**src/shared/pmd_pkg.sv**
```systemverilog
// Package: constants and types for the power mode direct transition block.
package pmd_pkg;
  // Register byte offsets on the APB slave.
  localparam logic [7:0] PMD_OFF_CTRL = 8'h00;
  localparam logic [7:0] PMD_OFF_HALT1 = 8'h04;
  localparam logic [7:0] PMD_OFF_HALT2 = 8'h08;
  localparam logic [7:0] PMD_OFF_SLEEP = 8'h0c;
  localparam logic [7:0] PMD_OFF_MODE = 8'h10;
  localparam logic [7:0] PMD_OFF_IRQ_STAT = 8'h14;
  localparam logic [7:0] PMD_OFF_IRQ_MASK = 8'h18;
  // Control register field positions.
  localparam int PMD_BIT_STANDBY_SELECT = 0;
  localparam int PMD_BIT_LOW_SPEED_ON = 1;
  localparam int PMD_BIT_TIMER_WATCH_SELECT = 2;
  localparam int PMD_BIT_DIRECT_TRANSITION_ON = 3;
  localparam int PMD_BIT_MEDIUM_SPEED_ON = 4;
  localparam int PMD_POS_OSC_WAIT = 5;
  localparam int PMD_OSC_WAIT_W = 3;
  // Reset values.
  localparam logic [7:0] PMD_CTRL_RST = 8'h00;
  localparam logic [7:0] PMD_HALT_RST = 8'hff;
  // Interrupt status layout: transition done, standby wake, then captured inputs.
  localparam int PMD_IRQ_DONE = 0;
  localparam int PMD_IRQ_WAKE = 1;
  localparam int PMD_IRQ_CAP = 2;
  // Number of filtered inputs: two requests, eight wake-up inputs, event counter.
  localparam int PMD_NUM_INPUTS = 11;
  localparam int PMD_IRQ_W = PMD_IRQ_CAP + PMD_NUM_INPUTS;
  // State counts of a transition, in states of the running clock.
  localparam logic [4:0] PMD_SLEEP_STATES = 5'h02;
  localparam logic [4:0] PMD_INTERNAL_STATES = 5'h01;
  localparam logic [4:0] PMD_EXCEPTION_STATES = 5'h0e;
  // Least level width, in internal clock cycles, for a captured input.
  localparam int PMD_MIN_LEVEL = 2;
  // Clock periods in oscillator cycles: high speed, medium speed, subclock.
  localparam logic [7:0] PMD_PER_HIGH = 8'h02;
  localparam logic [7:0] PMD_PER_MED = 8'h10;
  localparam logic [7:0] PMD_PER_SUB = 8'h40;
  // Oscillator wait base, in states; the select field shifts it left.
  localparam int PMD_OSC_WAIT_BASE = 8192;
  localparam int PMD_WAIT_W = 24;
  // Operating modes shown to software.
  typedef enum logic [2:0] {
    PMD_MODE_HIGH = 3'h0,
    PMD_MODE_MED = 3'h1,
    PMD_MODE_SUB = 3'h2,
    PMD_MODE_STANDBY = 3'h3
  } pmd_mode_e;
  // Transition sequencer states, Gray coded from run through sleep, watch and oscillator wait to exception.
  typedef enum logic [2:0] {
    PMD_ST_RUN = 3'b000,
    PMD_ST_SLEEP = 3'b001,
    PMD_ST_WATCH = 3'b011,
    PMD_ST_OSC = 3'b010,
    PMD_ST_EXC = 3'b110,
    PMD_ST_STANDBY = 3'b111
  } pmd_state_e;
endpackage : pmd_pkg

```
**src/pmd_level_capture.sv**
```systemverilog
// Module: level-width filter and falling edge capture for one external input.
module pmd_level_capture
  import pmd_pkg::*;
(
  input wire logic clock,
  input wire logic rst,
  input wire logic tick,
  input wire logic pin_in,
  output logic level,
  output logic fall
);
  import pmd_pkg::*;

  logic [1:0] samples;
  logic stable_low;
  logic stable_high;

  // Sampling advances only on internal clock ticks, so a stopped clock freezes it.
  assign stable_high = samples[0] & samples[1];
  assign stable_low = ~samples[0] & ~samples[1];

  // A level counts only after two ticks; a short high therefore yields no fall.
  always_ff @(posedge clock or posedge rst) begin
    if (rst) begin
      samples <= 2'h3;
      level <= 1'b1;
      fall <= 1'b0;
    end else begin
      fall <= 1'b0;
      if (tick) begin
        samples <= {samples[0], pin_in};
        if (stable_high) begin
          level <= 1'b1;
        end else if (stable_low && level) begin
          level <= 1'b0;
          fall <= 1'b1;
        end
      end
    end
  end
endmodule : pmd_level_capture

```
**src/pmd_power_mode.sv**
```systemverilog
// Module: power mode sequencer, module clock halts and input capture with APB registers.
// Behaviour
// - Medium to high: sleep states at old period, exception states at new period.
// - From subactive: sleep states at subclock, then oscillator wait plus exception states.
// - Transitions into or out of subactive pass through watch with clocks stopped.
// - A cleared clock-halt bit stops that module's clock; setting it resumes.
// - Sleep in active with standby select, no low speed, no watch timer enters standby.
// - In standby, pins float except those with pull-up switched on.
// - A fall after a high shorter than two internal cycles is not captured.
// - Width checks cover two requests, eight wake-up inputs and event counter.
// - Sleep with direct transition on switches modes without stopping the program.
// - A finished direct transition starts its interrupt exception handling.
module pmd_power_mode
  import pmd_pkg::*;
#(
  parameter int OSC_WAIT_BASE = PMD_OSC_WAIT_BASE,
  parameter int NUM_PINS = 16,
  parameter int HALT_W = 8
) (
  input wire logic clock,
  input wire logic rst,
  input wire logic psel,
  input wire logic penable,
  input wire logic pwrite,
  input wire logic [7:0] paddr,
  input wire logic [31:0] pwdata,
  output logic [31:0] prdata,
  output logic pready,
  output logic pslverr,
  input wire logic [1:0] external_request,
  input wire logic [7:0] wakeup_input,
  input wire logic event_counter_request,
  input wire logic [NUM_PINS-1:0] pin_pullup_on,
  output logic [NUM_PINS-1:0] pin_float,
  output logic [2*HALT_W-1:0] module_clock_enable,
  output logic cpu_clock_enable,
  output logic cpu_running,
  output logic system_osc_on,
  output logic watch_active,
  output logic exception_start,
  output logic [2:0] mode,
  output logic irq
);
  import pmd_pkg::*;

  // Register storage.
  logic [7:0] system_control_first;
  logic [HALT_W-1:0] module_clock_halt_first;
  logic [HALT_W-1:0] module_clock_halt_second;
  logic [2*HALT_W-1:0] halt_applied;
  logic [PMD_IRQ_W-1:0] irq_status;
  logic [PMD_IRQ_W-1:0] irq_mask;
  pmd_mode_e cur_mode;
  pmd_mode_e target_mode;
  pmd_state_e state;
  pmd_state_e next_state;
  logic [PMD_WAIT_W-1:0] count;
  logic [7:0] div_count;
  logic [7:0] period;
  logic tick;
  logic [PMD_NUM_INPUTS-1:0] raw_inputs;
  logic [PMD_NUM_INPUTS-1:0] in_level;
  logic [PMD_NUM_INPUTS-1:0] in_fall;
  logic [PMD_NUM_INPUTS-1:0] last_raw;
  logic wake_pin;
  logic done_pulse;
  logic wake_pulse;

  // Control fields.
  wire standby_select = system_control_first[PMD_BIT_STANDBY_SELECT];
  wire low_speed_on = system_control_first[PMD_BIT_LOW_SPEED_ON];
  wire timer_watch_select = system_control_first[PMD_BIT_TIMER_WATCH_SELECT];
  wire direct_transition_on = system_control_first[PMD_BIT_DIRECT_TRANSITION_ON];
  wire medium_speed_on = system_control_first[PMD_BIT_MEDIUM_SPEED_ON];
  wire [PMD_OSC_WAIT_W-1:0] osc_wait_select =
    system_control_first[PMD_POS_OSC_WAIT +: PMD_OSC_WAIT_W];

  // APB decode; every access completes in its first access cycle.
  wire access = psel & penable;
  wire wr = access & pwrite;
  wire hit_ctrl = paddr == PMD_OFF_CTRL;
  wire hit_halt1 = paddr == PMD_OFF_HALT1;
  wire hit_halt2 = paddr == PMD_OFF_HALT2;
  wire hit_sleep = paddr == PMD_OFF_SLEEP;
  wire hit_mode = paddr == PMD_OFF_MODE;
  wire hit_stat = paddr == PMD_OFF_IRQ_STAT;
  wire hit_mask = paddr == PMD_OFF_IRQ_MASK;
  wire mapped = hit_ctrl | hit_halt1 | hit_halt2 | hit_sleep | hit_mode | hit_stat | hit_mask;
  wire sleep_cmd = wr & hit_sleep & pwdata[0];

  // Zero wait states: every register is a flip-flop, so no access ever needs a stall.
  assign pready = 1'b1;
  assign pslverr = access & ~mapped;

  // Sleep decode: which transition a sleep request asks for in the current mode.
  wire in_active = (cur_mode == PMD_MODE_HIGH) | (cur_mode == PMD_MODE_MED);
  wire go_standby = in_active & standby_select & ~low_speed_on & ~timer_watch_select;
  wire go_act_act = in_active & direct_transition_on & ~standby_select & ~low_speed_on
    & ((cur_mode == PMD_MODE_HIGH) == medium_speed_on);
  wire go_to_sub = in_active & direct_transition_on & standby_select & low_speed_on
    & timer_watch_select;
  wire go_from_sub = (cur_mode == PMD_MODE_SUB) & direct_transition_on & standby_select
    & ~low_speed_on & timer_watch_select;

  // Clock period in force: the new system clock once the oscillator runs again.
  function automatic logic [7:0] period_of(input pmd_mode_e m);
    case (m)
      PMD_MODE_HIGH: period_of = PMD_PER_HIGH;
      PMD_MODE_MED: period_of = PMD_PER_MED;
      default: period_of = PMD_PER_SUB;
    endcase
  endfunction : period_of

  // The divider reloads with the period of the state being entered, so the first wait or
  // exception state already runs at the new clock instead of one old period late.
  // Leaving standby always resumes at high speed, whatever the stopped mode decodes to.
  wire use_new = (next_state == PMD_ST_OSC) | (next_state == PMD_ST_EXC);
  wire from_standby = state == PMD_ST_STANDBY;
  assign period = use_new ? period_of(target_mode)
    : from_standby ? PMD_PER_HIGH : period_of(cur_mode);
  // Watch and standby stop the internal clock, so no state ticks there.
  wire clocks_stopped = (state == PMD_ST_WATCH) | (state == PMD_ST_STANDBY);
  assign tick = ~clocks_stopped & (div_count == 8'h00);

  // Divider producing one-cycle state enables at the period in force.
  always_ff @(posedge clock or posedge rst) begin
    if (rst) begin
      div_count <= 8'h00;
    end else if (clocks_stopped || div_count == 8'h00) begin
      div_count <= period - 8'h01;
    end else begin
      div_count <= div_count - 8'h01;
    end
  end

  // Oscillator wait length in states from the select field.
  wire [PMD_WAIT_W-1:0] osc_wait_states =
    PMD_WAIT_W'(OSC_WAIT_BASE) << osc_wait_select;
  wire [PMD_WAIT_W-1:0] sleep_states =
    PMD_WAIT_W'(PMD_SLEEP_STATES) + PMD_WAIT_W'(PMD_INTERNAL_STATES);
  wire [PMD_WAIT_W-1:0] exc_states = PMD_WAIT_W'(PMD_EXCEPTION_STATES);
  // A stage ends on the tick that consumes its last state.
  wire count_end = tick & (count == PMD_WAIT_W'(1));
  wire leaving_sub = cur_mode == PMD_MODE_SUB;
  wire standby_wake = wake_pin;

  // Sequencer next state.
  always_comb begin
    next_state = state;
    case (state)
      PMD_ST_RUN: begin
        if (sleep_cmd && go_standby) begin
          next_state = PMD_ST_STANDBY;
        end else if (sleep_cmd && (go_act_act || go_to_sub || go_from_sub)) begin
          next_state = PMD_ST_SLEEP;
        end
      end
      PMD_ST_SLEEP: begin
        if (count_end && target_mode == PMD_MODE_SUB) begin
          next_state = PMD_ST_WATCH;
        end else if (count_end && leaving_sub) begin
          next_state = PMD_ST_WATCH;
        end else if (count_end) begin
          next_state = PMD_ST_EXC;
        end
      end
      PMD_ST_WATCH: begin
        // One clock-stopped cycle; leaving subactive restarts the oscillator.
        next_state = leaving_sub ? PMD_ST_OSC : PMD_ST_EXC;
      end
      PMD_ST_OSC: begin
        if (count_end) begin
          next_state = PMD_ST_EXC;
        end
      end
      PMD_ST_EXC: begin
        if (count_end) begin
          next_state = PMD_ST_RUN;
        end
      end
      PMD_ST_STANDBY: begin
        if (standby_wake) begin
          next_state = PMD_ST_RUN;
        end
      end
      default: next_state = PMD_ST_RUN;
    endcase
  end

  // Entry strobes reload the state counter for the stage that starts.
  wire enter_exc = (next_state == PMD_ST_EXC) & (state != PMD_ST_EXC);
  wire enter_osc = (next_state == PMD_ST_OSC) & (state != PMD_ST_OSC);

  // Sequencer registers: state, counter, modes.
  always_ff @(posedge clock or posedge rst) begin
    if (rst) begin
      state <= PMD_ST_RUN;
      count <= '0;
      cur_mode <= PMD_MODE_HIGH;
      target_mode <= PMD_MODE_HIGH;
    end else begin
      state <= next_state;
      if (state == PMD_ST_RUN && next_state == PMD_ST_SLEEP) begin
        count <= sleep_states;
        if (go_to_sub) begin
          target_mode <= PMD_MODE_SUB;
        end else begin
          target_mode <= medium_speed_on ? PMD_MODE_MED : PMD_MODE_HIGH;
        end
      end else if (enter_osc) begin
        count <= osc_wait_states;
      end else if (enter_exc) begin
        count <= exc_states;
      end else if (tick && count != '0) begin
        count <= count - PMD_WAIT_W'(1);
      end
      if (next_state == PMD_ST_STANDBY) begin
        cur_mode <= PMD_MODE_STANDBY;
      end else if (state == PMD_ST_STANDBY) begin
        cur_mode <= PMD_MODE_HIGH;
      end else if (enter_osc || enter_exc) begin
        cur_mode <= target_mode;
      end
    end
  end

  // Event strobes for the status register; each lasts exactly one cycle.
  assign done_pulse = (state == PMD_ST_EXC) & (next_state == PMD_ST_RUN);
  assign wake_pulse = (state == PMD_ST_STANDBY) & standby_wake;

  // Input capture on the eleven clock-stopped sensitive inputs.
  assign raw_inputs = {event_counter_request, wakeup_input, external_request};
  genvar gi;
  generate
    for (gi = 0; gi < PMD_NUM_INPUTS; gi++) begin : g_cap
      pmd_level_capture u_cap (
        .clock(clock),
        .rst(rst),
        .tick(tick),
        .pin_in(raw_inputs[gi]),
        .level(in_level[gi]),
        .fall(in_fall[gi])
      );
    end
  endgenerate

  // In standby the filters are frozen, so a raw low on an input whose last level was high wakes us.
  // A pin that is already low on entry cannot wake the device; software checks it first.
  always_ff @(posedge clock or posedge rst) begin
    if (rst) begin
      last_raw <= '1;
    end else if (state != PMD_ST_STANDBY) begin
      last_raw <= in_level;
    end
  end
  assign wake_pin = |(last_raw & ~raw_inputs);

  // Halt bits are applied only at a tick so an enable never cuts a clock pulse short.
  // The price is that a halt write takes effect one to two periods late, from the second tick after it.
  always_ff @(posedge clock or posedge rst) begin
    if (rst) begin
      halt_applied <= {PMD_HALT_RST, PMD_HALT_RST};
    end else if (tick) begin
      halt_applied <= {module_clock_halt_second, module_clock_halt_first};
    end
  end
  assign module_clock_enable = {2*HALT_W{tick}} & halt_applied;
  assign cpu_clock_enable = tick & ~(state == PMD_ST_STANDBY);

  // Pins float in standby unless their pull-up holds them.
  always_ff @(posedge clock or posedge rst) begin
    if (rst) begin
      pin_float <= '0;
    end else begin
      pin_float <= (next_state == PMD_ST_STANDBY) ? ~pin_pullup_on : '0;
    end
  end

  // The system oscillator runs at both active speeds and while it settles on the way out of
  // subactive; the exception states that finish a move into subactive run on the subclock.
  wire osc_keeps = (next_state == PMD_ST_RUN) | (next_state == PMD_ST_SLEEP);
  wire next_osc_on = (next_state == PMD_ST_OSC)
    | ((next_state == PMD_ST_EXC) & (target_mode != PMD_MODE_SUB))
    | (osc_keeps & (cur_mode != PMD_MODE_SUB));

  // Status outputs; the program keeps running through every direct transition.
  always_ff @(posedge clock or posedge rst) begin
    if (rst) begin
      cpu_running <= 1'b1;
      system_osc_on <= 1'b1;
      watch_active <= 1'b0;
      exception_start <= 1'b0;
      mode <= 3'h0;
    end else begin
      cpu_running <= next_state != PMD_ST_STANDBY;
      system_osc_on <= next_osc_on;
      watch_active <= next_state == PMD_ST_WATCH;
      exception_start <= enter_exc;
      mode <= cur_mode;
    end
  end

  // Software registers with write-one-to-clear status; a new event beats its clear.
  wire [PMD_IRQ_W-1:0] irq_events = {in_fall, wake_pulse, done_pulse};
  wire [PMD_IRQ_W-1:0] irq_clear = (wr & hit_stat) ? pwdata[PMD_IRQ_W-1:0] : '0;
  always_ff @(posedge clock or posedge rst) begin
    if (rst) begin
      system_control_first <= PMD_CTRL_RST;
      module_clock_halt_first <= PMD_HALT_RST;
      module_clock_halt_second <= PMD_HALT_RST;
      irq_mask <= '0;
      irq_status <= '0;
    end else begin
      if (wr && hit_ctrl) begin
        system_control_first <= pwdata[7:0];
      end
      if (wr && hit_halt1) begin
        module_clock_halt_first <= pwdata[HALT_W-1:0];
      end
      if (wr && hit_halt2) begin
        module_clock_halt_second <= pwdata[HALT_W-1:0];
      end
      if (wr && hit_mask) begin
        irq_mask <= pwdata[PMD_IRQ_W-1:0];
      end
      irq_status <= (irq_status & ~irq_clear) | irq_events;
    end
  end
  // A plain level: it stays high until software clears every unmasked status bit.
  assign irq = |(irq_status & irq_mask);

  // Read data mux, driven combinationally from the address.
  wire [31:0] rd_ctrl = {24'h000000, system_control_first};
  wire [31:0] rd_halt1 = {{(32-HALT_W){1'b0}}, module_clock_halt_first};
  wire [31:0] rd_halt2 = {{(32-HALT_W){1'b0}}, module_clock_halt_second};
  wire [31:0] rd_mode = {26'h0000000, state, cur_mode};
  wire [31:0] rd_stat = {{(32-PMD_IRQ_W){1'b0}}, irq_status};
  wire [31:0] rd_mask = {{(32-PMD_IRQ_W){1'b0}}, irq_mask};
  wire [31:0] rd_mux = hit_ctrl ? rd_ctrl : hit_halt1 ? rd_halt1 : hit_halt2 ? rd_halt2
    : hit_mode ? rd_mode : hit_stat ? rd_stat : hit_mask ? rd_mask : 32'h00000000;
  assign prdata = rd_mux;
endmodule : pmd_power_mode

```
**config.mk**
```make
export PLATFORM = sky130hd
export DESIGN_NAME = pmd_power_mode
export DESIGN_NICKNAME = d
export VERILOG_FILES = /design/src/shared/pmd_pkg.sv /design/src/pmd_level_capture.sv /design/src/pmd_power_mode.sv
export SDC_FILE = /design/constraint.sdc
export NUM_CORES = 1
export LEC_CHECK = 0
export BUFFER_PORTS_ARGS = -buffer_cell sky130_fd_sc_hd__buf_2
export CAP_MARGIN = 20
export CORE_MARGIN = 2
export CORE_UTILIZATION = 44
export DETAILED_ROUTE_END_ITERATION = 8
export PLACE_DENSITY = 0.67
export SLEW_MARGIN = 5
export SYNTH_ARGS = -nofsm -noshare
export SYNTH_HDL_FRONTEND = slang
export SYNTH_SLANG_ARGS = --single-unit
```
**constraint.sdc**
```tcl
create_clock -name clock -period 4.6 [get_ports clock]
set_input_delay 0.23 -clock clock [delete_from_list [all_inputs] [get_ports clock]]
set_output_delay 0.23 -clock clock [all_outputs]
set_load 0.03 [all_outputs]
```
======== After elaboration in Yosys (flattened, before gate mapping) ========
Index checks and enable logic that the tools add are counted.
storage, ports and cells
  flip-flop bits (word level) ............. 185
  input bits .............................. 72
cells by class
  $add $sub $neg .......................... 3
  equal/unequal tests ..................... 28
  shift-type cells ........................ 1
  muxes and demuxes ....................... 86
  bitwise logic cells ..................... 99
  reduce and logical (&&, ||, !) cells .... 58
operator list
  operator               number
  $mux 24                4
  $mux 13                7
  $mux 1                 56
  $and 1x1->1            51
  $mux 3                 11
  $not 1->1              28
  $pmux 7 s2             2
  $and 13x13->13         2
  $eq 24x1->1 const B    1
  $eq 8x5->1 const B     3
  $mux 8                 3
  $reduce_bool 24->1     1
  $shl 14x3->24 const A  1
  $sub 24x1->24 const B  1
  $reduce_and 2->1       11
  $reduce_bool 2->1      11
  $logic_and 1x1->1      21
  $eq 3x2->1 const B     6
  $pmux 3 s6             1
  $and 16x16->16         1
  $eq 8x4->1 const B     2
  $logic_not 8->1        2
  $mux 16                1
  $not 16->16            1
  other kinds (19)       47

======== Logic depth before layout (Yosys ltp) ========
  depth in word-level cells ............... 18
  gate-level depth with buffers ........... 14
  gate-level depth less buffers ........... 13

======== Modules after synthesis ========
Synthesis repeated with hierarchy kept, for this count alone.
unflattened totals
  cells, all modules ...................... 785
  area total of the unflattened synthesis .. 8793.4 um2
modules (own cells, without submodules)
  module             instances  cells each  area each (um2)
  pmd_power_mode     1          664         7031.7
  pmd_level_capture  11         11          160.2

======== Worst setup path after synthesis ========
Ideal clock, no wire load.
  kind .................................... flip-flop to flip-flop
  from .................................... reg count[12]
  to ...................................... reg div_count[4]
  setup time .............................. 132 ps
  data arrival time ....................... 3031 ps
  required time ........................... 4468 ps
  slack ................................... 1437 ps
  cell stages (with the launch flop) ...... 13
  buffers on the path ..................... 1
  clock period less this slack ............ 3163 ps
  cells stage by stage .................... dfrtp_1 -> or4_4 -> or4_4 -> nor4_4 -> a211o_1 -> and4_1 -> buf_6 -> mux2i_2 -> a21oi_1 -> ha_1 -> o21ai_0 -> a21o_1 -> o211ai_1
between the ends
  word-level cells in the longest chain between the ends .. 11
  elaborated cells on any way between the ends .. 15
  classes of those cells .................. add/sub: 1; eq/ne: 3; mux: 7; bitwise: 2; reduce/logical: 2
ends and longest elaborated chain
  element                                      RTL line                                                             text
  start, declared                              pmd_power_mode.sv:57                                                 logic [PMD_WAIT_W-1:0] count;
  start signal, assigned                       pmd_power_mode.sv:204                                                count <= sleep_states;
  start signal, assigned                       pmd_power_mode.sv:211                                                count <= osc_wait_states;
  start signal, assigned                       pmd_power_mode.sv:213                                                count <= exc_states;
  $eq 24x1->1 (*)                              pmd_power_mode.sv:143                                                wire count_end = tick & (count == PMD_WAIT_W'(1));
  $and 1x1->1 (*)                              pmd_power_mode.sv:143
  $mux 3 or $logic_and 1x1->1 (tied branches)  pmd_power_mode.sv:163, pmd_power_mode.sv:172, pmd_power_mode.sv:161
  $mux 3                                       pmd_power_mode.sv:161                                                end else if (count_end && leaving_sub) begin
  $mux 3                                       pmd_power_mode.sv:159                                                if (count_end && target_mode == PMD_MODE_SUB) begin
  $pmux 3 s6 (*)                               pmd_power_mode.sv:150                                                case (state)
  $eq 3x2->1 or $eq 3x3->1 (tied branches)     pmd_power_mode.sv:117                                                wire use_new = (next_state == PMD_ST_OSC) | (next_state == PMD_ST_EXC);
  $or 1x1->1 (*)                               pmd_power_mode.sv:117
  $mux 8 (*)                                   pmd_power_mode.sv:119                                                assign period = use_new ? period_of(target_mode)
  $sub 8x1->8 (*)                              pmd_power_mode.sv:130                                                div_count <= period - 8'h01;
  $mux 8 (*)                                   pmd_power_mode.sv:129                                                end else if (clocks_stopped || div_count == 8'h00) begin
  end signal, assigned                         pmd_power_mode.sv:130
  end signal, assigned                         pmd_power_mode.sv:132                                                div_count <= div_count - 8'h01;
  end, declared                                pmd_power_mode.sv:58                                                 logic [7:0] div_count;
Mark *: on every way between the ends. The rest lies on a longest branch, timed or not.
A chain may end at the register's enable or synchronous reset.

======== Worst setup path after layout ========
Same ends and word-level chain as after synthesis.

==> reports/metrics.cfg <==
[outcome]
status = finished, violations left
violations = negative hold slack

[global_routing]
track_usage = 0.205
grt_pass1_wl_um = 32400
grt.overflow.total = 0
antenna_found_initial = 2
grt_pass1_vias = 6248
grt_max_degree = 183

[setup_path]
cp_top_family = simple AND/OR/NAND/NOR gates
r2r_slack_ps = 990
cp.required_ps = 4910
crit_chain = or4_4, nor4_4, nand4_1, o31ai_1, and4_1, mux2i_2, a21oi_1, ha_1, o21ai_0, a21o_1, o211ai_1
path_max_fanout = 6
r2r_cells = 11
startpoint = count[12]
end_kind = flip-flop
start_kind = flip-flop
crit_path_top_delay_cell = or4_4
critPathKind = reg2reg
arrival_ps = 3910
reg2reg_to = div_count[4]
reg2reg_from = count[12]
max_stage_delay_ps = 590
critPathBufInv = 0

[detailed_routing]
dr.pass1.iters = 7
routed_via_density = 5.32
routed_wl_um = 19800
num_vias = 6513
drc = 0
wl_per_cell_um = 16.2
antenna_left = 0
drtIter0Drc = 405

[yosys]
ys.warnings.count = 0
ys_ff_latch = 182
synthSimpleGateAreaFrac = 0.190
synth_top_family_by_area = simple AND/OR/NAND/NOR gates
avgSynthCellArea_um2 = 10.2
synth_compound_area_frac = 0.129
synthMuxAreaShare = 0.0578
synth_cells = 831
synth_top_area_frac = 0.307
seq_area_frac_synth = 0.548
synth_edf_count = 0
mappedNetlistArea_um2 = 8490
synth_adder_area_share = 0.00590
ys_types = 60
synth_largest_area_cell = dfrtp_1
async_reset_ff_frac = 1.00
synth_ff_type = dfrtp_1
ys_top_cells_by_area = dfrtp_1, dfstp_2, nand2_1
synth-xor-area-share = 0.0196

[placed_design]
place_hpwl_um = 13100
place_inst = 1171
io_buffers = 106
place_ws_ps = 1100
placed_area_um2 = 9210
gp_congestion = 0.855

[clock_network]
cts_buffer_depth = 2
numCtsBuffers = 17
clockRootBuffer = clkbuf_16
clkLatencyLatePin_ps = 440
htreeDepth = 4
cts_num_sinks = 182
cts_setup_buffers = 0
cts_tree = built
path_clk_slew_ps = 70

[sta]
setup-tns-final_ps = 0
hold_violations = 10
finalClockSkew_ps = 7.60
setup_ws_ps = 994
period_share = 0.784
tightest_slew_ps = 1050
worst_hold_slack_ps = -33.7
min_period_ps = 3610
fmaxAchievable_ghz = 0.277
rsz0062_at_grt = no
setup_violations = 0
slew_headroom = 0.297
slew_viol_final = 0

[final_layout]
instances_no_fill = 1224
num-nets-final = 1026
drive_gt1_frac = 0.286
area_growth_pct = 17.8
nFillCells = 1685
post-route-cell-area_um2 = 9990

[floorplanning]
start_util = 0.451
num_rows = 50
die_w_um = 143
coreArea_um2 = 18800
die-area_um2 = 20400
io_pins = 147
dieHeight_um = 143

[power_and_ir_drop]
leakage_uw = 0.00446
intPower_uw = 2470
share_comb_of_total_power = 0.045
clockPowerShare = 0.451
seqPwrFrac = 0.503
power_per_cell_area_nw_per_um2 = 323
irDropWorstVdd_mv = 0.276
switching_share = 0.234
p_switching_uw = 756

[run]
maxCapViolations = 0

[hold_path]
min_path_type = in2async

## logic make-up (layout without fill, tap and decap cells)
family                     after synthesis  in the layout
DFF                                    182            182
and+or+nand+nor                        326            326
adders and majority gates                4              4
xor gates and xnor gates                19             19
buffers and inverters                   85            198
other                                    2             22
muxes                                   44             44
AOI/OAI and AO/OA                      169            169
## repair_timing
| action | CTS | global route |
|---|---|---|
| endpoints found under the hold margin | 20 | 0 |
| hold buffers | 20 | 0 |
| resized for setup | 0 | 0 |
## layout make-up
class	instances	area [um2]	share of cell area
sequential	182	4650	0.465
multi-input combinational	583	3500	0.351
timing repair buffer	135	811	0.0811
clock buffer	19	433	0.0433
tap	260	325	0.0325
clock inverter	13	148	0.0148
inverter	31	120	0.0120
antenna	1	2.50	0.000250
## power by group through the flow
stage          logic (uW)  clock network, uW  registers, uW
3_5_place_dp          134                  0           1650
5_1_grt               161               1560           1620
6_report              146               1460           1620
3_3_place_gp          134                  0           1650
2_1_floorplan        78.4                  0           1660
4_1_cts               148               1490           1620
## cells in the final DEF, fill, tap and decap left out, drive strengths merged, types with 7 or more instances in the layout
master	count
dfrtp	104
and2	21
dlygate4sd3	20
nor2	48
a21o	12
conb	21
or3	11
o21ai	66
o22ai	7
mux2i	7
a21oi	25
nor4b	13
a221oi	8
nand3	11
clkbuf	19
buf	115
mux2	37
inv	34
nand2	145
xnor2	13
nand2b	16
nor4	16
dfstp	78
nor3	15
## per-stage QoR
step / total power (uW) / util
final: 3230 / 0.531
after global routing: 3350 / 0.531
after CTS: 3260 / 0.531
after detailed placement: 1790 / 0.489
after global placement: 1780 / 0.489
after floorplan: 1740 / -
## flip-flops by register name, summed over array words and instances (netlist names), 3 cells and up
signal,cells
module_clock_halt_second,8
g_cap.u_cap.level,11
pin_float,16
irq_status,13
system_control_first,8
last_raw,11
div_count,8
state,3
irq_mask,13
count,24
g_cap.u_cap.fall,11
module_clock_halt_first,8
g_cap.u_cap.samples,22
halt_applied,16
## tightest hold or removal path: stages
cell        delay (ps)
buf_2              110
clkinvlp_4          70
buf_12             540
## cells in the mapped netlist, types with 14 or more instances
library cell  number
a21oi_1           25
and2_1            20
buf_4             21
clkbuf_1          28
dfrtp_1          104
dfstp_2           78
inv_1             31
mux2_2            37
nand2_1          145
nand2b_1          16
nor2_1            48
nor3_1            15
nor4_1            14
o21ai_0           66
## how the worst max path moves through the flow
| stage | cells past startpoint | endpoint | slack, ps |
|---|---|---|---|
| final | 11 | div_count[4] | 990 |
| after global routing | 11 | div_count[4] | 780 |
| after CTS | 11 | div_count[4] | 1030 |
| after detailed placement | 11 | div_count[4] | 1100 |
| after global placement | 11 | div_count[4] | 1130 |
| after floorplan | 12 | div_count[4] | 1440 |
## per-layer routing
layer | vias to the layer above | GRT usage | wire [um]
met2 | 210 | 0.310 | 8930
met4 | 2 | 0.0636 | 285
met5 | - | 0 | 13
li1 | 3122 | - | -
met1 | 3153 | 0.293 | 9400
met3 | 26 | 0.0469 | 1190
No activity file was read; power rests on OpenSTA's default activity.
